===== src/hw/flsr_pkg.sv =====
// Shared constants and types for the fabric link status and stats responder.
package flsr_pkg;
    // Command codes and response types.
    localparam logic [7:0] CMD_LINK = 8'h38;
    localparam logic [7:0] CMD_STATS = 8'h39;
    localparam logic [7:0] RSP_LINK = 8'hB8;
    localparam logic [7:0] RSP_STATS = 8'hB9;
    localparam logic [15:0] RESP_CODE_OK = 16'h0000;
    localparam logic [15:0] REASON_CODE_OK = 16'h0000;
    // Register byte offsets.
    localparam logic [7:0] ADDR_CMD = 8'h00;
    localparam logic [7:0] ADDR_STATUS = 8'h04;
    localparam logic [7:0] ADDR_RESP = 8'h40;
    // Command register fields.
    localparam int CMD_CHKERR_BIT = 8;
    localparam int CMD_IDERR_BIT = 9;
    // Status register fields.
    localparam int STS_VALID_BIT = 0;
    localparam int STS_DISCARD_BIT = 1;
    localparam int STS_UNSUP_BIT = 2;
    localparam int STS_TYPE_LSB = 8;
    localparam int STS_LEN_LSB = 16;
    // Response buffer geometry, in 32-bit words after the packet header.
    localparam int RESP_WORDS = 16;
    localparam logic [4:0] LINK_LEN = 5'h03;
    localparam logic [4:0] STATS_LEN = 5'h10;
    localparam int NUM_CTRS = 15;
    localparam int CTR_W = 32;
    localparam logic [31:0] CTR_UNIMPL = 32'hFFFFFFFF;
    localparam logic [31:0] WORD_ZERO = 32'h00000000;
    localparam logic [7:0] BYTE_ZERO = 8'h00;
    localparam logic [3:0] NIB_ZERO = 4'h0;
    // Link type and physical state codes.
    localparam logic LINK_ETHERNET = 1'b0;
    localparam logic LINK_FABRIC = 1'b1;
    localparam logic [3:0] PHYS_LINK_UP = 4'h5;
    // AXI responses.
    localparam logic [1:0] AXI_OKAY = 2'h0;
    localparam logic [1:0] AXI_SLVERR = 2'h2;

    // Live port state as seen by the port training logic.
    typedef struct packed {
        logic linkType;
        logic [3:0] physState;
        logic [3:0] logicalState;
        logic [3:0] activeWidth;
        logic [3:0] supportedWidth;
        logic [7:0] activeSpeed;
        logic [7:0] supportedSpeed;
    } flsr_link_t;
endpackage


===== src/hw/flsr_axil_slave.sv =====
// AXI4-Lite slave front end producing write strobes and read requests.
`timescale 1ns/1ps
module flsr_axil_slave
    import flsr_pkg::*;
#(
    parameter int ADDR_W = 8
) (
    // Clock and reset
    input wire logic core_clk,
    input wire logic srst,
    // AXI4-Lite
    input wire logic [ADDR_W-1:0] awaddr,
    input wire logic awvalid,
    output logic awready,
    input wire logic [31:0] wdata,
    input wire logic [3:0] wstrb,
    input wire logic wvalid,
    output logic wready,
    output logic [1:0] bresp,
    output logic bvalid,
    input wire logic bready,
    input wire logic [ADDR_W-1:0] araddr,
    input wire logic arvalid,
    output logic arready,
    output logic [31:0] rdata,
    output logic [1:0] rresp,
    output logic rvalid,
    input wire logic rready,
    // Register side
    output logic wrEn,
    output logic [ADDR_W-1:0] wrAddr,
    output logic [31:0] wrData,
    output logic [3:0] wrStrb,
    input wire logic wrErr,
    output logic [ADDR_W-1:0] rdAddr,
    input wire logic [31:0] rdData,
    input wire logic rdErr
);
    logic awHeld_q, wHeld_q, rdPend_q;
    logic awHeld_d, wHeld_d;
    logic [ADDR_W-1:0] awAddr_q, arAddr_q;
    logic [31:0] wData_q;
    logic [3:0] wStrb_q;

    // A write commits once both halves are held and no response is pending.
    assign wrEn = awHeld_q & wHeld_q & ~bvalid;
    assign wrAddr = awAddr_q;
    assign wrData = wData_q;
    assign wrStrb = wStrb_q;
    assign rdAddr = arAddr_q;
    assign awHeld_d = ~wrEn & (awHeld_q | (awvalid & awready));
    assign wHeld_d = ~wrEn & (wHeld_q | (wvalid & wready));

    // Address and data are taken in either order and held until commit.
    always_ff @(posedge core_clk) begin
        if (srst) begin
            awHeld_q <= 1'b0;
            wHeld_q <= 1'b0;
            awready <= 1'b0;
            wready <= 1'b0;
            bvalid <= 1'b0;
            bresp <= AXI_OKAY;
            awAddr_q <= '0;
            wData_q <= WORD_ZERO;
            wStrb_q <= '0;
        end else begin
            awHeld_q <= awHeld_d;
            wHeld_q <= wHeld_d;
            awready <= ~awHeld_d;
            wready <= ~wHeld_d;
            if (awvalid & awready) awAddr_q <= awaddr;
            if (wvalid & wready) begin
                wData_q <= wdata;
                wStrb_q <= wstrb;
            end
            if (wrEn) begin
                bvalid <= 1'b1;
                bresp <= wrErr ? AXI_SLVERR : AXI_OKAY;
            end else if (bready) begin
                bvalid <= 1'b0;
            end
        end
    end

    // One read at a time; data is sampled the cycle after the address.
    always_ff @(posedge core_clk) begin
        if (srst) begin
            arready <= 1'b0;
            rdPend_q <= 1'b0;
            rvalid <= 1'b0;
            rdata <= WORD_ZERO;
            rresp <= AXI_OKAY;
            arAddr_q <= '0;
        end else begin
            if (arvalid & arready) begin
                arAddr_q <= araddr;
                rdPend_q <= 1'b1;
                arready <= 1'b0;
            end else if (rdPend_q) begin
                rdPend_q <= 1'b0;
                rvalid <= 1'b1;
                rdata <= rdErr ? WORD_ZERO : rdData;
                rresp <= rdErr ? AXI_SLVERR : AXI_OKAY;
            end else if (rvalid & rready) begin
                rvalid <= 1'b0;
                arready <= 1'b1;
            end else if (~rvalid) begin
                arready <= 1'b1;
            end
        end
    end
endmodule


===== src/hw/flsr_stat_counters.sv =====
// Fabric port statistics counters, cleared only by reset.
`timescale 1ns/1ps
module flsr_stat_counters
    import flsr_pkg::*;
#(
    parameter int N = NUM_CTRS,
    parameter logic [NUM_CTRS-1:0] IMPL_MASK = '1
) (
    // Clock and reset
    input wire logic core_clk,
    input wire logic srst,
    // Events and values
    input wire logic [N-1:0] ctrEvent,
    output logic [N-1:0][CTR_W-1:0] ctrVal
);

    for (genvar i = 0; i < N; i++) begin : g_ctr
        if (IMPL_MASK[i]) begin : g_impl
            // Wraps like the port counters it mirrors; reads never disturb it.
            always_ff @(posedge core_clk) begin
                if (srst) begin
                    ctrVal[i] <= WORD_ZERO;
                end else if (ctrEvent[i]) begin
                    ctrVal[i] <= ctrVal[i] + 32'h00000001;
                end
            end

        end else begin : g_none
            // Absent counters report all ones from the first clock edge on, in reset or not.
            always_ff @(posedge core_clk) begin
                ctrVal[i] <= CTR_UNIMPL;
            end

        end
    end
endmodule


===== src/hw/flsr_top.sv =====
// Responder for the fabric link status and fabric statistics commands.
// Overview of operation
// - Code 0x38 recognised as link status query.
// - Clean link query always gets response 0xB8.
// - Link response: codes, link word, speed word.
// - Supported width for fabric, zero for Ethernet.
// - Link type in bit 0, rest zero.
// - Physical state uses the eight-code encoding.
// - Logical state uses the five-code encoding.
// - Active speed only for fabric link up.
// - Supported speed for fabric, zero for Ethernet.
// - Code 0x39 recognised as statistics query.
// - Clean statistics query always gets response 0xB9.
// - Absent counters report all ones.
// - Counters cleared only by reset.
// - Stats response: codes then fifteen counter words.
`timescale 1ns/1ps
module flsr_top
    import flsr_pkg::*;
#(
    parameter int ADDR_W = 8,
    parameter bit FABRIC_CAPABLE = 1'b1,
    parameter logic [NUM_CTRS-1:0] IMPL_MASK = '1
) (
    // Clock and reset
    input wire logic core_clk,
    input wire logic srst,
    // AXI4-Lite write channels
    input wire logic [ADDR_W-1:0] awaddr,
    input wire logic awvalid,
    output logic awready,
    input wire logic [31:0] wdata,
    input wire logic [3:0] wstrb,
    input wire logic wvalid,
    output logic wready,
    output logic [1:0] bresp,
    output logic bvalid,
    input wire logic bready,
    // AXI4-Lite read channels
    input wire logic [ADDR_W-1:0] araddr,
    input wire logic arvalid,
    output logic arready,
    output logic [31:0] rdata,
    output logic [1:0] rresp,
    output logic rvalid,
    input wire logic rready,
    // Port state and counter events
    input flsr_link_t linkState,
    input wire logic [NUM_CTRS-1:0] ctrEvent,
    // Response status
    output logic respValid_q
);

    logic wrEn, wrErr, rdErr;
    logic [ADDR_W-1:0] wrAddr, rdAddr;
    logic [31:0] wrData, rdData;
    logic [3:0] wrStrb;
    logic [NUM_CTRS-1:0][CTR_W-1:0] ctrVal;
    logic [RESP_WORDS-1:0][31:0] respBuf_q, respBuf_d;
    logic [7:0] respType_q, lastCmd_q;
    logic [4:0] respLen_q;
    logic discard_q, unsup_q;

    // Register bus front end.
    flsr_axil_slave #(.ADDR_W(ADDR_W)) i_flsr_axil_slave (
        .core_clk(core_clk),
        .srst(srst),
        .awaddr(awaddr),
        .awvalid(awvalid),
        .awready(awready),
        .wdata(wdata),
        .wstrb(wstrb),
        .wvalid(wvalid),
        .wready(wready),
        .bresp(bresp),
        .bvalid(bvalid),
        .bready(bready),
        .araddr(araddr),
        .arvalid(arvalid),
        .arready(arready),
        .rdata(rdata),
        .rresp(rresp),
        .rvalid(rvalid),
        .rready(rready),
        .wrEn(wrEn),
        .wrAddr(wrAddr),
        .wrData(wrData),
        .wrStrb(wrStrb),
        .wrErr(wrErr),
        .rdAddr(rdAddr),
        .rdData(rdData),
        .rdErr(rdErr)
    );

    // Statistics counters.
    flsr_stat_counters #(.N(NUM_CTRS), .IMPL_MASK(IMPL_MASK))
        i_flsr_stat_counters (
        .core_clk(core_clk),
        .srst(srst),
        .ctrEvent(ctrEvent),
        .ctrVal(ctrVal)
    );

    // Word index of a response-window byte address.
    function automatic logic [ADDR_W-1:0] respIndex(
        input logic [ADDR_W-1:0] addr);
        respIndex = (addr - ADDR_W'(ADDR_RESP)) >> 2;
    endfunction

    // True when a word-aligned address falls inside the response window.
    function automatic logic inResp(input logic [ADDR_W-1:0] addr);
        inResp = (addr >= ADDR_W'(ADDR_RESP))
            && (respIndex(addr) < ADDR_W'(RESP_WORDS))
            && (addr[1:0] == 2'h0);
    endfunction

    // Command decode. Integrity checks are done upstream and flagged here.
    logic cmdWr, cmdChkErr, cmdIdErr, cmdBad, isLinkCmd, isStatsCmd;
    logic linkAccept, statsAccept, anyAccept, cmdDiscard, cmdUnsup;
    logic stsWr;
    assign cmdWr = wrEn & (wrAddr == ADDR_W'(ADDR_CMD)) & wrStrb[0];
    assign stsWr = wrEn & (wrAddr == ADDR_W'(ADDR_STATUS)) & wrStrb[0];
    assign cmdChkErr = wrStrb[1] & wrData[CMD_CHKERR_BIT];
    assign cmdIdErr = wrStrb[1] & wrData[CMD_IDERR_BIT];
    assign cmdBad = cmdChkErr | cmdIdErr;
    assign isLinkCmd = FABRIC_CAPABLE & (wrData[7:0] == CMD_LINK);
    assign isStatsCmd = FABRIC_CAPABLE
        & (wrData[7:0] == CMD_STATS);
    // Commands are framed by the party upstream; only the code is seen.
    assign linkAccept = cmdWr & isLinkCmd & ~cmdBad;
    assign statsAccept = cmdWr & isStatsCmd & ~cmdBad;
    assign anyAccept = linkAccept | statsAccept;
    assign cmdDiscard = cmdWr & (isLinkCmd | isStatsCmd) & cmdBad;
    assign cmdUnsup = cmdWr & ~isLinkCmd & ~isStatsCmd;

    // Link field shaping. Fields that do not apply read zero.
    logic isFabric, physUp;
    logic [7:0] actWidthB, supWidthB, linkTypeB, actSpeedB, supSpeedB;
    logic [3:0] physNib, logNib;
    logic [31:0] linkWord, speedWord, codeWord;
    assign isFabric = linkState.linkType == LINK_FABRIC;
    assign physUp = isFabric & (linkState.physState == PHYS_LINK_UP);
    assign actWidthB = physUp ? {NIB_ZERO, linkState.activeWidth}
                              : BYTE_ZERO;
    assign supWidthB = isFabric ? {NIB_ZERO, linkState.supportedWidth}
                                : BYTE_ZERO;
    assign linkTypeB = {7'h00, linkState.linkType};
    assign physNib = isFabric ? linkState.physState : NIB_ZERO;
    assign logNib = isFabric ? linkState.logicalState : NIB_ZERO;
    assign actSpeedB = physUp ? linkState.activeSpeed
                              : BYTE_ZERO;
    assign supSpeedB = isFabric ? linkState.supportedSpeed
                                : BYTE_ZERO;
    assign codeWord = {RESP_CODE_OK, REASON_CODE_OK};
    assign linkWord = {actWidthB, supWidthB, linkTypeB, physNib, logNib};
    assign speedWord = {BYTE_ZERO, actSpeedB, BYTE_ZERO,
                        supSpeedB};

    // Response image. The whole buffer is rewritten so no stale word leaks.
    always_comb begin
        respBuf_d = respBuf_q;
        if (linkAccept) begin
            respBuf_d = '0;
            respBuf_d[0] = codeWord;
            respBuf_d[1] = linkWord;
            respBuf_d[2] = speedWord;
        end else if (statsAccept) begin
            respBuf_d[0] = codeWord;
            for (int i = 0; i < NUM_CTRS; i++) begin
                respBuf_d[i+1] = ctrVal[i];
            end
        end
    end

    // Response and status state. A new response beats a clear in one cycle.
    always_ff @(posedge core_clk) begin
        if (srst) begin
            respBuf_q <= '0;
            respValid_q <= 1'b0;
            respType_q <= BYTE_ZERO;
            respLen_q <= '0;
            discard_q <= 1'b0;
            unsup_q <= 1'b0;
            lastCmd_q <= BYTE_ZERO;
        end else begin
            respBuf_q <= respBuf_d;
            if (cmdWr) lastCmd_q <= wrData[7:0];
            if (anyAccept) begin
                respValid_q <= 1'b1;
                respType_q <= linkAccept ? RSP_LINK : RSP_STATS;
                respLen_q <= linkAccept ? LINK_LEN : STATS_LEN;
            end else if (stsWr & wrData[STS_VALID_BIT]) begin
                respValid_q <= 1'b0;
            end
            if (cmdDiscard) discard_q <= 1'b1;
            else if (stsWr & wrData[STS_DISCARD_BIT]) discard_q <= 1'b0;
            if (cmdUnsup) unsup_q <= 1'b1;
            else if (stsWr & wrData[STS_UNSUP_BIT]) unsup_q <= 1'b0;
        end
    end

    // Read decode; only the command and status words accept writes.
    logic [31:0] stsWord;
    logic rdIsResp;
    assign stsWord = {11'h000, respLen_q, respType_q, 5'h00, unsup_q,
                      discard_q, respValid_q};
    assign rdIsResp = inResp(rdAddr);
    assign wrErr = (wrAddr != ADDR_W'(ADDR_CMD))
                && (wrAddr != ADDR_W'(ADDR_STATUS));
    assign rdErr = (rdAddr != ADDR_W'(ADDR_CMD))
                && (rdAddr != ADDR_W'(ADDR_STATUS)) && !rdIsResp;
    assign rdData = (rdAddr == ADDR_W'(ADDR_CMD)) ? {24'h000000, lastCmd_q}
                  : (rdAddr == ADDR_W'(ADDR_STATUS)) ? stsWord
                  : rdIsResp ? respBuf_q[respIndex(rdAddr)]
                  : WORD_ZERO;
endmodule


===== config.mk =====
export PLATFORM = sky130hd
export DESIGN_NAME = flsr_top
export DESIGN_NICKNAME = d
export VERILOG_FILES = /design/src/hw/flsr_pkg.sv /design/src/hw/flsr_axil_slave.sv /design/src/hw/flsr_stat_counters.sv /design/src/hw/flsr_top.sv
export SDC_FILE = /design/constraint.sdc
export NUM_CORES = 2
export LEC_CHECK = 0
export ABC_AREA = 1
export BUFFER_PORTS_ARGS = -buffer_cell sky130_fd_sc_hd__buf_2
export CORE_ASPECT_RATIO = 2
export CORE_MARGIN = 3
export CORE_UTILIZATION = 40
export DETAILED_ROUTE_END_ITERATION = 7
export MAX_ROUTING_LAYER = met4
export PLACE_DENSITY = 0.66
export SYNTH_ARGS = -nofsm -noshare
export SYNTH_HDL_FRONTEND = slang
export SYNTH_SLANG_ARGS = --single-unit

===== constraint.sdc =====
create_clock -name core_clk -period 5.2 [get_ports core_clk]
set_clock_uncertainty 0.2 [all_clocks]
set_input_delay 0.78 -clock core_clk [delete_from_list [all_inputs] [get_ports core_clk]]
set_output_delay 0.78 -clock core_clk [all_outputs]
set_load 0.01 [all_outputs]

==> run metrics <==
layout cells sized above 1 5.09%; Overall Global Routing Usage 26.7%; most frequent cell on the critical path buf_4; status complete, no violations; RSZ-0062 raised after global routing false; Crit. End Element flop; Slew @ Worst Pin 1.19 ns; Setup Buffers After CTS 0; Pwr Density 302 nW/µm²; synth-to-layout area growth 10.0%; cell family with most CP delay simple AND/OR/NAND/NOR gates; TritonCTS buffer count 91; core area 120000 µm²; Lkg Pwr 20.9 nW; CP Launch Type flop; Yosys reg bits 1044; gpl congestion 1.07; ratio of final minimum period to clock period 65.2%; first-pass GRT wire length 255000 µm; Post-Syn Instances 7254; Max-Cap Viols 0; number of port buffers 122; I/O Pins 149; drc violations 0; initial antenna violation count 5; first drt pass iteration count 7; detailed-route via count 47038; Finish-stage setup viols 0; Sw Ratio 23.6%; CTS tree built; hold buffers post-CTS 0; Comb pwr share 4.3%; grt ovf 0; Clock Latency Late Sink 0.70 ns; CP Cell Sequence buf_4 -> nor2_4 -> buf_4 -> buf_4 -> a21oi_1 -> o211ai_1 -> nand3_1 -> nand2_1 -> nand2_1 -> a21oi_1; cell internal pwr 12.3 mW; Setup CP Type flop to flop; reg2reg path depth 10; Stages on worst setup path 10; minimum clock period 3.39 ns; chip width 252 µm; routed len/inst 19.0 µm; setup_tns 0 ns; Psw 3.80 mW; Syn Area/Cell 6.69 µm²; fin nets 7316; Max Buffers Root-to-Sink 3; Die Span Y 498 µm; CP max FO 44; Max Clk Rate 295 MHz; Starting Density 40.3%; sequential power share 50.1%; pin count of the biggest net entering global routing 179; root buf cell clkbuf_16; vias in the first global route 44900; proportion of power drawn by the clock network 45.6%; Tot Pwr 16.1 mW; slew margin rel. 20.2%; 1st-iter DRT viols 3658; yosys warns 0; Final ANT Viol Nets 0; maximum vdd drop 0.230 mV; WL final 168000 µm; CTS clk-pin slew, worst paths 0.07 ns; leading area contributor after synthesis dfxtp_1; max-slew violation count 0; die area 126000 µm²; vias per inst 5.33; hold path cells 3; CP max stage delay 0.71 ns; post-synthesis sequential area ratio 43.1%; Fin. Hold Viols 0; CP arrival 3.81 ns; Netlist cell types 49; number of H-tree levels 3; FP Rows 180; DP HPWL 122000 µm; Crit path buffers/inverters 3; CTS sink cnt 1044; Req. time, crit path 5.62 ns; fill count 12637; Mapped Area 48500 µm²; cts repair resizes 0; min-delay worst type input pin to flop; top cells by area, synth dfxtp_1 (43%), nor2_1 (13%), nand2_1 (10%), nor3_1 (6.6%), inv_1 (4.5%); Synth top area share 43.1%; Worst path slowest cell nor2_4
## path summary, 6_finish.rpt
kind | slack [ns] | endpoint | startpoint
setup / recovery | 1.81 | i_flsr_axil_slave.rdata[19]$_SDFFE_PP0P_ | i_flsr_axil_slave.rdAddr[3]$_SDFFE_PP0P_
hold / removal | 0.08 | i_flsr_axil_slave.rdAddr[0]$_SDFFE_PP0P_ | araddr[0]
setup reg to reg | 1.81 | i_flsr_axil_slave.rdata[19]$_SDFFE_PP0P_ | i_flsr_axil_slave.rdAddr[3]$_SDFFE_PP0P_
hold reg to reg | 0.25 | i_flsr_axil_slave.wrAddr[6]$_SDFFE_PP0P_ | i_flsr_axil_slave.wrAddr[6]$_SDFFE_PP0P_
## synth_stat cells (all sizes together)
master	count
conb	1
o221a	1
nand4	130
nor2	1750
o21a	23
or2	2
xor2	85
xnor2	45
nor3b	27
nor4b	1
a31oi	25
and2	3
nor3	638
o21ba	2
a21oi	383
nor4	20
o21ai	375
clkbuf	172
dfxtp	1044
o21bai	6
nand3b	19
a21boi	4
o211a	1
nand3	365
o31ai	1
buf	158
o211ai	20
clkinv	4
a22oi	6
nand2	1318
ha	15
a211oi	6
or3	3
a221oi	1
and3	7
inv	593
## flip-flops by register name, summed over array words and instances (netlist names)
register / count
i_flsr_stat_counters.ctrVal: 480
respBuf_q: 480
i_flsr_axil_slave.rdata: 32
i_flsr_axil_slave.wrData: 10
i_flsr_axil_slave.rdAddr: 8
i_flsr_axil_slave.wrAddr: 8
lastCmd_q: 8
i_flsr_axil_slave.wrStrb: 2
respType_q: 2
discard_q: 1
i_flsr_axil_slave.arready: 1
i_flsr_axil_slave.awHeld_q: 1
i_flsr_axil_slave.awready: 1
i_flsr_axil_slave.bresp: 1
i_flsr_axil_slave.bvalid: 1
i_flsr_axil_slave.rdPend_q: 1
i_flsr_axil_slave.rresp: 1
i_flsr_axil_slave.rvalid: 1
i_flsr_axil_slave.wHeld_q: 1
i_flsr_axil_slave.wready: 1
respLen_q: 1
respValid_q: 1
unsup_q: 1
## metal layers
layer	vias to the layer above	routed length (µm)	GRT usage [%]	part of all wire, %
met1	21797	62800	27.8	37
met5	-	0	-	0
met3	535	7230	3.25	4.3
li1	23332	-	-	-
met4	0	15800	21.1	9.4
met2	1374	81800	45.3	49
## cell usage in the layout (no fill, tap or decap), types with 4 or more instances in the layout
| master | count |
|---|---|
| nor2_1 | 1738 |
| and3_1 | 7 |
| o21ai_0 | 374 |
| o21a_1 | 23 |
| nor2_2 | 4 |
| o21bai_1 | 6 |
| buf_4 | 43 |
| clkbuf_16 | 97 |
| clkbuf_1 | 9 |
| clkinv_2 | 18 |
| clkinvlp_4 | 11 |
| nand4_1 | 130 |
| a21oi_1 | 383 |
| nor3b_1 | 26 |
| diode_2 | 5 |
| a22oi_1 | 6 |
| buf_12 | 11 |
| nor4_1 | 19 |
| nand3b_1 | 19 |
| a31oi_1 | 25 |
| xnor2_1 | 45 |
| xor2_1 | 85 |
| ha_1 | 15 |
| buf_2 | 121 |
| nand2_1 | 1313 |
| nand3_1 | 364 |
| o211ai_1 | 20 |
| bufinv_16 | 8 |
| nor2_4 | 8 |
| dfxtp_1 | 1042 |
| a21boi_0 | 4 |
| clkbuf_8 | 23 |
| nor3_1 | 635 |
| inv_2 | 5 |
| a211oi_1 | 6 |
| inv_1 | 587 |
## metrics by stage
step	std cells	setup slack (ns)	util, %	instance area [µm²]	hold WS [ns]
floorplan	7255	2.86	-	48500	0.224
global placement	8648	1.93	41.7	50200	0.241
detailed placement	8648	1.93	41.7	50200	0.242
CTS	8814	1.91	44.4	53300	0.0450
global route	8817	1.67	44.4	53400	0.0948
finish	8819	1.81	44.4	53400	0.0816
## cell families after synthesis
group                    count (synthesis)  share of synthesized area [%]
AO/OA/AOI/OAI                          854                           9.27
XOR/XNOR                               130                           2.35
adder cells (fa/ha/maj)                 15                          0.387
flip-flops                            1044                           43.1
other                                    1                        0.00773
buffers and inverters                  927                           7.73
AND/OR/NAND/NOR                       4283                           37.2
## tightest hold or removal path, cell delays in order
cell,delay [ns]
buf_2,0.07
nand2_1,0.04
o21ai_0,0.05
## power groups by stage
stage	registers [mW]	clock network, mW	logic [mW]
2_1_floorplan	8.25	0	0.421
3_3_place_gp	8.26	0	0.669
3_5_place_dp	8.27	0	0.677
4_1_cts	8.08	7.46	0.679
5_1_grt	8.08	7.73	0.744
6_report	8.08	7.35	0.686
## layout make-up
type | count | area [µm²] | area share [%]
timing repair buffer | 176 | 1160 | 2.18
inverter | 597 | 2250 | 4.22
antenna | 5 | 12.5 | 0.0234
multi-input combinational | 5284 | 23900 | 44.8
clock inverter | 37 | 413 | 0.774
clock buffer | 129 | 2780 | 5.21
sequential | 1044 | 20900 | 39.2
tap | 1547 | 1940 | 3.63
Power figures use the tool's default switching activity.
